### src/shared/motor_cl_params.svh
// constants for the closed-loop configuration block
`ifndef MOTOR_CL_PARAMS_SVH
`define MOTOR_CL_PARAMS_SVH

// ----------------------------------------
// register offsets and reset values
// ----------------------------------------
`define REG_OFS_SPEED_PULSE  8'h88
`define REG_OFS_STOP         8'h8a
`define REG_RESET            32'h0000_0000
`define REG_MASK_SPEED_PULSE 32'h01f8_0ffe
`define REG_MASK_STOP        32'h7ff0_0000

// ----------------------------------------
// speed pulse and enables register fields
// ----------------------------------------
`define F_DEC_SRC            24
`define F_DEC_RATE_HI        23
`define F_DEC_RATE_LO        19
`define F_DIV_HI             11
`define F_DIV_LO             8
`define F_WINDOW             7
`define F_EMF_HI             6
`define F_EMF_LO             4
`define F_SURGE              3
`define F_DEADTIME           2
`define F_VLOOP_DIS          1

// ----------------------------------------
// stop register fields and codes
// ----------------------------------------
`define F_STOP_HI            30
`define F_STOP_LO            28
`define F_BRAKE_HI           27
`define F_BRAKE_LO           24
`define F_SPIN_HI            23
`define F_SPIN_LO            20
`define STOP_HIZ             3'h0
`define STOP_LOW_BRAKE       3'h2
`define STOP_SPIN_DOWN       3'h4

// ----------------------------------------
// timing
// ----------------------------------------
`define CLK_HZ               100000000
`define MS_PER_S             1000

`endif

### src/shared/motor_cl_pkg.sv
// types shared by the closed-loop configuration block
package motor_cl_pkg;
    typedef enum logic [2:0] {
        ST_IDLE  = 3'b000,
        ST_HIZ   = 3'b001,
        ST_BRAKE = 3'b010,
        ST_SPIN  = 3'b011,
        ST_HOLD  = 3'b100
    } stop_state_t;
endpackage : motor_cl_pkg

### src/hw/motor_closed_loop_config.sv
// closed-loop speed pulse, enables and motor stop logic
// Operation
// The speed pulse output is divided by the 4-bit divider field, codes 0 and 1 by one, n by n.
// Window bit 0 keeps the speed pulse active while driven; 1 keeps it until back-EMF is low.
// The 3-bit cutoff field picks 1, 2, 5, 10, 20 or 30 mV; codes 6 and 7 are reserved.
// The surge protection runs exactly when its enable bit is 1.
// Deadtime compensation is applied only while its enable bit is 1.
// The velocity loop runs when its disable bit is 0 and is bypassed when it is 1.
// On a stop, code 0 floats the outputs, 2 brakes the low side, 4 spins down actively.
// Brake time on a stop is 1 ms for codes 0 to 4, then 5 ms up to 15000 ms for codes 5 to F.
// Active spin-down ends when speed falls under the threshold given as a share of top speed.
// The loop deceleration rate is used only with surge protection off and source bit 0.
`timescale 1ns/1ns
`include "motor_cl_params.svh"

module motor_closed_loop_config #(
    parameter int CYCLES_PER_MS = `CLK_HZ / `MS_PER_S
) (
    input  wire logic        clk,
    input  wire logic        resetn,
    input  wire logic        reg_wr,
    input  wire logic        reg_rd,
    input  wire logic [7:0]  reg_addr,
    input  wire logic [31:0] reg_wdata,
    output logic      [31:0] reg_rdata,
    input  wire logic        motor_driven,
    input  wire logic        rotor_pulse,
    input  wire logic [7:0]  emf_mv,
    input  wire logic [7:0]  speed_half_pct,
    input  wire logic        stop_request,
    output logic             speed_pulse_output,
    output logic             surge_protection_active,
    output logic             deadtime_comp_active,
    output logic             velocity_loop_active,
    output logic             decel_from_loop_rate,
    output logic      [4:0]  loop_deceleration_rate,
    output logic             phase_hiz,
    output logic             low_side_brake,
    output logic             spin_down_active,
    output logic             stop_done
);

    if (CYCLES_PER_MS < 1 || CYCLES_PER_MS > 131072)
        $error("CYCLES_PER_MS must lie between 1 and 131072");

    // ----------------------------------------
    // decode functions
    // ----------------------------------------
    function automatic logic [7:0] emf_limit(input logic [2:0] code);
        case (code)
            3'h0:    emf_limit = 8'h01;
            3'h1:    emf_limit = 8'h02;
            3'h2:    emf_limit = 8'h05;
            3'h3:    emf_limit = 8'h0a;
            3'h4:    emf_limit = 8'h14;
            default: emf_limit = 8'h1e; // reserved codes act as the highest cutoff, 30 mV
        endcase
    endfunction : emf_limit
    function automatic logic [13:0] brake_ms(input logic [3:0] code);
        case (code)
            4'h5:    brake_ms = 14'h0005;
            4'h6:    brake_ms = 14'h000a;
            4'h7:    brake_ms = 14'h0032;
            4'h8:    brake_ms = 14'h0064;
            4'h9:    brake_ms = 14'h00fa;
            4'ha:    brake_ms = 14'h01f4;
            4'hb:    brake_ms = 14'h03e8;
            4'hc:    brake_ms = 14'h09c4;
            4'hd:    brake_ms = 14'h1388;
            4'he:    brake_ms = 14'h2710;
            4'hf:    brake_ms = 14'h3a98;
            default: brake_ms = 14'h0001;
        endcase
    endfunction : brake_ms
    // threshold in units of half a percent of top speed
    function automatic logic [7:0] spin_limit(input logic [3:0] code);
        case (code)
            4'h0:    spin_limit = 8'hc8;
            4'h1:    spin_limit = 8'hb4;
            4'h2:    spin_limit = 8'ha0;
            4'h3:    spin_limit = 8'h8c;
            4'h4:    spin_limit = 8'h78;
            4'h5:    spin_limit = 8'h64;
            4'h6:    spin_limit = 8'h5a;
            4'h7:    spin_limit = 8'h50;
            4'h8:    spin_limit = 8'h46;
            4'h9:    spin_limit = 8'h3c;
            4'ha:    spin_limit = 8'h32;
            4'hb:    spin_limit = 8'h28;
            4'hc:    spin_limit = 8'h1e;
            4'hd:    spin_limit = 8'h14;
            4'he:    spin_limit = 8'h0a;
            default: spin_limit = 8'h05;
        endcase
    endfunction : spin_limit

    // ----------------------------------------
    // registers
    // ----------------------------------------
    logic [31:0] pulse_cfg;
    logic [31:0] stop_cfg;
    always_ff @(posedge clk or negedge resetn)
    begin
        if (!resetn)
        begin
            pulse_cfg <= `REG_RESET;
            stop_cfg  <= `REG_RESET;
        end
        else if (reg_wr)
        begin
            if (reg_addr == `REG_OFS_SPEED_PULSE)
                pulse_cfg <= reg_wdata & `REG_MASK_SPEED_PULSE;
            if (reg_addr == `REG_OFS_STOP)
                stop_cfg <= reg_wdata & `REG_MASK_STOP;
        end
    end
    // unmapped offsets and reserved bits read as zero
    always_ff @(posedge clk or negedge resetn)
    begin
        if (!resetn)
            reg_rdata <= `REG_RESET;
        else if (reg_rd)
        begin
            case (reg_addr)
                `REG_OFS_SPEED_PULSE: reg_rdata <= pulse_cfg;
                `REG_OFS_STOP:        reg_rdata <= stop_cfg;
                default:              reg_rdata <= `REG_RESET;
            endcase
        end
    end

    // ----------------------------------------
    // enables
    // ----------------------------------------
    always_ff @(posedge clk or negedge resetn)
    begin
        if (!resetn)
        begin
            surge_protection_active <= 1'b0;
            deadtime_comp_active    <= 1'b0;
            velocity_loop_active    <= 1'b1;
            decel_from_loop_rate    <= 1'b1;
            loop_deceleration_rate  <= 5'h00;
        end
        else
        begin
            surge_protection_active <= pulse_cfg[`F_SURGE];
            deadtime_comp_active    <= pulse_cfg[`F_DEADTIME];
            velocity_loop_active    <= !pulse_cfg[`F_VLOOP_DIS];
            decel_from_loop_rate    <= !pulse_cfg[`F_SURGE] && !pulse_cfg[`F_DEC_SRC];
            loop_deceleration_rate  <= pulse_cfg[`F_DEC_RATE_HI:`F_DEC_RATE_LO];
        end
    end

    // ----------------------------------------
    // speed pulse divider
    // ----------------------------------------
    logic [3:0] div_n;
    logic [3:0] edge_count;
    logic       rotor_prev;
    logic       pulse_window;
    logic       pulse_state;
    assign div_n = (pulse_cfg[`F_DIV_HI:`F_DIV_LO] < 4'h2) ? 4'h1 : pulse_cfg[`F_DIV_HI:`F_DIV_LO];
    // coasting keeps the pulse alive only while back-EMF still clears the cutoff
    assign pulse_window = motor_driven ||
        (pulse_cfg[`F_WINDOW] && emf_mv >= emf_limit(pulse_cfg[`F_EMF_HI:`F_EMF_LO]));
    always_ff @(posedge clk or negedge resetn)
    begin
        if (!resetn)
        begin
            rotor_prev  <= 1'b0;
            edge_count  <= 4'h0;
            pulse_state <= 1'b0;
            speed_pulse_output <= 1'b0;
        end
        else
        begin
            rotor_prev <= rotor_pulse;
            if (!pulse_window)
                edge_count <= 4'h0;
            else if (rotor_pulse != rotor_prev)
            begin
                // each input edge counted; n edges make one output edge, so frequency / n
                if (edge_count + 4'h1 >= div_n)
                begin
                    edge_count  <= 4'h0;
                    pulse_state <= !pulse_state;
                end
                else
                    edge_count <= edge_count + 4'h1;
            end
            speed_pulse_output <= pulse_window & pulse_state;
        end
    end

    // ----------------------------------------
    // motor stop sequence
    // ----------------------------------------
    motor_cl_pkg::stop_state_t state;
    logic [16:0] ms_prescale;
    logic [13:0] ms_left;
    logic        ms_tick;
    assign ms_tick = (ms_prescale == 17'(CYCLES_PER_MS - 1));
    always_ff @(posedge clk or negedge resetn)
    begin
        if (!resetn)
            ms_prescale <= 17'h00000;
        else if (state != motor_cl_pkg::ST_BRAKE || ms_tick)
            ms_prescale <= 17'h00000;
        else
            ms_prescale <= ms_prescale + 17'h00001;
    end
    always_ff @(posedge clk or negedge resetn)
    begin
        if (!resetn)
        begin
            state            <= motor_cl_pkg::ST_IDLE;
            ms_left          <= 14'h0000;
            phase_hiz        <= 1'b0;
            low_side_brake   <= 1'b0;
            spin_down_active <= 1'b0;
            stop_done        <= 1'b0;
        end
        else
        begin
            case (state)
                motor_cl_pkg::ST_IDLE:
                begin
                    stop_done <= 1'b0;
                    if (stop_request)
                    begin
                        case (stop_cfg[`F_STOP_HI:`F_STOP_LO])
                            `STOP_LOW_BRAKE:
                            begin
                                state          <= motor_cl_pkg::ST_BRAKE;
                                low_side_brake <= 1'b1;
                                ms_left <= brake_ms(stop_cfg[`F_BRAKE_HI:`F_BRAKE_LO]);
                            end
                            `STOP_SPIN_DOWN:
                            begin
                                state            <= motor_cl_pkg::ST_SPIN;
                                spin_down_active <= 1'b1;
                            end
                            // reserved codes fall back to the safe floating stop
                            default:
                            begin
                                state     <= motor_cl_pkg::ST_HIZ;
                                phase_hiz <= 1'b1;
                            end
                        endcase
                    end
                end
                motor_cl_pkg::ST_HIZ:
                begin
                    state     <= motor_cl_pkg::ST_HOLD;
                    stop_done <= 1'b1;
                end
                motor_cl_pkg::ST_BRAKE:
                begin
                    if (ms_tick)
                    begin
                        if (ms_left == 14'h0001)
                        begin
                            state          <= motor_cl_pkg::ST_HOLD;
                            low_side_brake <= 1'b0;
                            phase_hiz      <= 1'b1;
                            stop_done      <= 1'b1;
                        end
                        ms_left <= ms_left - 14'h0001;
                    end
                end
                motor_cl_pkg::ST_SPIN:
                begin
                    if (speed_half_pct < spin_limit(stop_cfg[`F_SPIN_HI:`F_SPIN_LO]))
                    begin
                        state            <= motor_cl_pkg::ST_HOLD;
                        spin_down_active <= 1'b0;
                        phase_hiz        <= 1'b1;
                        stop_done        <= 1'b1;
                    end
                end
                motor_cl_pkg::ST_HOLD:
                begin
                    if (!stop_request)
                    begin
                        state     <= motor_cl_pkg::ST_IDLE;
                        phase_hiz <= 1'b0;
                        stop_done <= 1'b0;
                    end
                end
                default:
                    state <= motor_cl_pkg::ST_IDLE;
            endcase
        end
    end

endmodule : motor_closed_loop_config

### config.mk
export PLATFORM = sky130hd
export DESIGN_NAME = motor_closed_loop_config
export DESIGN_NICKNAME = d
export VERILOG_FILES = /design/src/shared/motor_cl_pkg.sv /design/src/hw/motor_closed_loop_config.sv
export VERILOG_INCLUDE_DIRS = /design/src /design/src/shared
export SDC_FILE = /design/constraint.sdc
export NUM_CORES = 1
export LEC_CHECK = 0
export BUFFER_PORTS_ARGS = -buffer_cell sky130_fd_sc_hd__buf_2
export CORE_UTILIZATION = 43
export CTS_CLUSTER_SIZE = 28
export DETAILED_ROUTE_END_ITERATION = 16
export GPL_ROUTABILITY_DRIVEN = 1
export PLACE_DENSITY = 0.65
export SETUP_SLACK_MARGIN = 0.5
export SYNTH_ARGS = -nofsm -noshare
export SYNTH_HDL_FRONTEND = slang
export SYNTH_SLANG_ARGS = --single-unit
### constraint.sdc
create_clock -name clk -period 2.25 [get_ports clk]
set_input_delay 0.3375 -clock clk [delete_from_list [all_inputs] [get_ports clk]]
set_output_delay 0.3375 -clock clk [all_outputs]
set_load 0.01 [all_outputs]
==> flow_metrics.tcl <==
set metrics [dict create \
    outcome "complete, but fails checks" \
    violations "negative setup slack" \
    dp_hpwl_mm 9.263 \
    fp.dieW_um 114.7 \
    synth_top_area_share_pct 47.18 \
    cts_tree "built" \
    grt-ovfl-total 0 \
    hold_path.class "in2reg" \
    final_hold_viol_count 0 \
    dp_cells 805 \
    routed_wirelength_mm 14.10 \
    start_util_pct 44.73 \
    grt_pass1_wl_mm 22.89 \
    ant_nets 0 \
    grt_max_degree 40 \
    critPathKind "reg2reg" \
    regArea_um2 2635 \
    grt_usage_pct 22.21 \
    ys_async_sr_fraction_pct 100.0 \
    critical_path_arrival_ns 2.86 \
    place.gp.congestion 0.9206 \
    htreeDepth 3 \
    vdd_drop_max_uv 741.8 \
    layout.nets 773 \
    antennaDiodeCount 0 \
    yosysSeqAreaShare_pct 48.14 \
    clk_pin_slew_ns 0.07 \
    yosysWarnings 0 \
    rows 40 \
    ys_types 69 \
    numCtsBuffers 9 \
    synth_top_area_cell "dfrtp_1" \
    ys_top_cells_by_count "dfrtp_1 (103), nor2_1 (44), nand2_1 (38)" \
    avgSynthCellArea_um2 10.33 \
    cts_root_buf "clkbuf_16" \
    synth-edff-count 0 \
    timing.hold.ws_ns 0.1360 \
    slew_headroom_pct 59.62 \
    setup_slack_ns -0.3656 \
    end_kind "register" \
    multi_input_area_um2 3093 \
    drc 0 \
    die_area_um2 13160 \
    worstPathRequired_ns 2.49 \
    drv_cap 0 \
    io_buffers 90 \
    drive_gt1_share_pct 41.84 \
    cts_buffer_depth 2 \
    antenna_found_initial 0 \
    syn_inst 529 \
    core-area_um2 12210 \
    fin_skew_ns 0.01153 \
    wl_per_cell_um 16.51 \
    final_cell_count_no_fill 854 \
    synth-seq-cells 105 \
    rsz0062_at_grt "yes" \
    area_growth_pct 36.97 \
    fin_area_um2 7482 \
    grt_pass1_vias 4711 \
    hold_path_depth 1 \
    netlist_area_um2 5463 \
    ys.flop_type "dfrtp_1" \
    max_freq_mhz 382.3 \
    pin_count 109 \
    nFillCells 1000 \
    numClockSinks 105 \
    cellLeakagePower_uw 0.003450 \
    clk_latency_ns 0.35 \
    synth.most_common_cell "dfrtp_1" \
    synthTopCellsByArea "dfrtp_1 (47%), ha_1 (6.6%), mux2_2 (3.5%)" \
    setup_viol 6 \
    finalPower_uw 5110 \
    power_density_nw_per_um2 683.0 \
    num_vias 4703 \
    fp.dieH_um 114.7 \
    worst_slew_pin_slew_ns 0.6037 \
    reg2regPathDepth 12 \
    placed_cell_area_um2 6496 \
    finalCritPeriodShare_pct 116.3 \
    drt_iter0_markers 168 \
    drtPass1Iterations 5 \
    min_period_ns 2.616 \
    tns_ns -1.984 \
    cp_max_fo 4 \
    maxSlewViolCount 0 \
    viasPerCell 5.507 \
    worstSetupStartpointType "register" \
]
## registers in the layout, indices dropped and copies added (netlist names), 3 cells and up
name	count
reg_rdata	23
ms_left	14
loop_deceleration_rate	5
stop_cfg	11
ms_prescale	17
edge_count	4
state	3
pulse_cfg	17
## report_power, final
group	switching, uW	internal [uW]
Sequential	187	2040
Clock	709	1090
Combinational	593	496
## cells in the final DEF (no fill, tap or decap), types with 9 or more instances in the layout
cell | netlist | final
dfrtp_1 | 103 | 99
buf_2 | 4 | 89
buf_4 | 9 | 57
nand2_1 | 38 | 35
nor2_1 | 44 | 28
ha_1 | 29 | 23
mux2_4 | 0 | 20
inv_1 | 23 | 19
a21oi_1 | 29 | 18
o21ai_1 | 11 | 15
nor2_4 | 1 | 13
a31oi_1 | 14 | 13
a22o_1 | 12 | 12
a21oi_2 | 0 | 11
nand3_1 | 14 | 11
nor3_1 | 11 | 10
xnor2_1 | 11 | 10
xor2_1 | 9 | 9
conb_1 | 1 | 9
clkbuf_16 | 0 | 9
## cell families (layout without fill, tap and decap cells)
kind of cell             count (synthesis)  after routing  share of synthesized area (%)
AO/OA/AOI/OAI                          133            133                          16.49
AND/OR/NAND/NOR                        159            160                          15.16
multiplexers                            29             29                          5.795
flip-flops                             105            105                          48.14
adder cells (fa/ha/maj)                 29             29                          6.642
XOR/XNOR                                20             20                          3.207
other                                    1              9                        0.06865
buffers and inverters                   53            201                          4.489
## worst max-delay path, cell delays in order (launching register included)
cell	delay [ns]
dfrtp_1	0.41
inv_2	0.09
ha_4	0.16
nor2b_4	0.12
o21bai_1	0.16
a21oi_1	0.17
ha_1	0.26
a21o_1	0.17
a221o_1	0.32
o211ai_1	0.23
buf_4	0.17
o21ai_4	0.07
a21o_1	0.17
## what timing repair did
action | CTS | global route
hold buffers | 1 | 0
gates cloned | 2 | 1
buffers inserted | 21 | 8
pin swaps | 30 | 22
resized for setup | 47 | 43
endpoints found under the setup margin | 61 | 60
endpoints found under the hold margin | 36 | 0
## final timing paths
check / from / endpoint / slack, ns
setup / recovery: stop_cfg[21] / state[1] / -0.37
hold / removal: rotor_pulse / rotor_prev / 0.14
setup reg to reg: stop_cfg[21] / state[1] / -0.37
hold reg to reg: pulse_cfg[21] / loop_deceleration_rate[2] / 0.41
max in group asynchronous: resetn / velocity_loop_active / 1.01
min in group asynchronous: resetn / deadtime_comp_active / 0.56
## layer usage
| metal | vias to the layer above | global-route usage, % | routed length [um] |
|---|---|---|---|
| met4 | 0 | 7.446 | 273 |
| met5 | - | 0 | 0 |
| met3 | 24 | 5.611 | 726 |
| li1 | 2208 | - | - |
| met1 | 2331 | 27.79 | 5831 |
| met2 | 140 | 37.62 | 7264 |
## through the flow
step | setup slack (ns) | util (%)
CTS | -0.2987 | 59.18
detailed placement | -0.3339 | 53.20
global placement | -0.2632 | 53.20
global route | -0.4638 | 61.27
floorplan | -0.09407 | -
finish | -0.3656 | 61.27
## area by class of cell
class	instances	share of cell area, %
tap	168	2.809
timing repair buffer	162	14.92
sequential	105	35.22
clock inverter	7	1.555
inverter	23	1.154
clock buffer	9	3.010
multi-input combinational	380	41.34
Power figures use the tool's default switching activity.
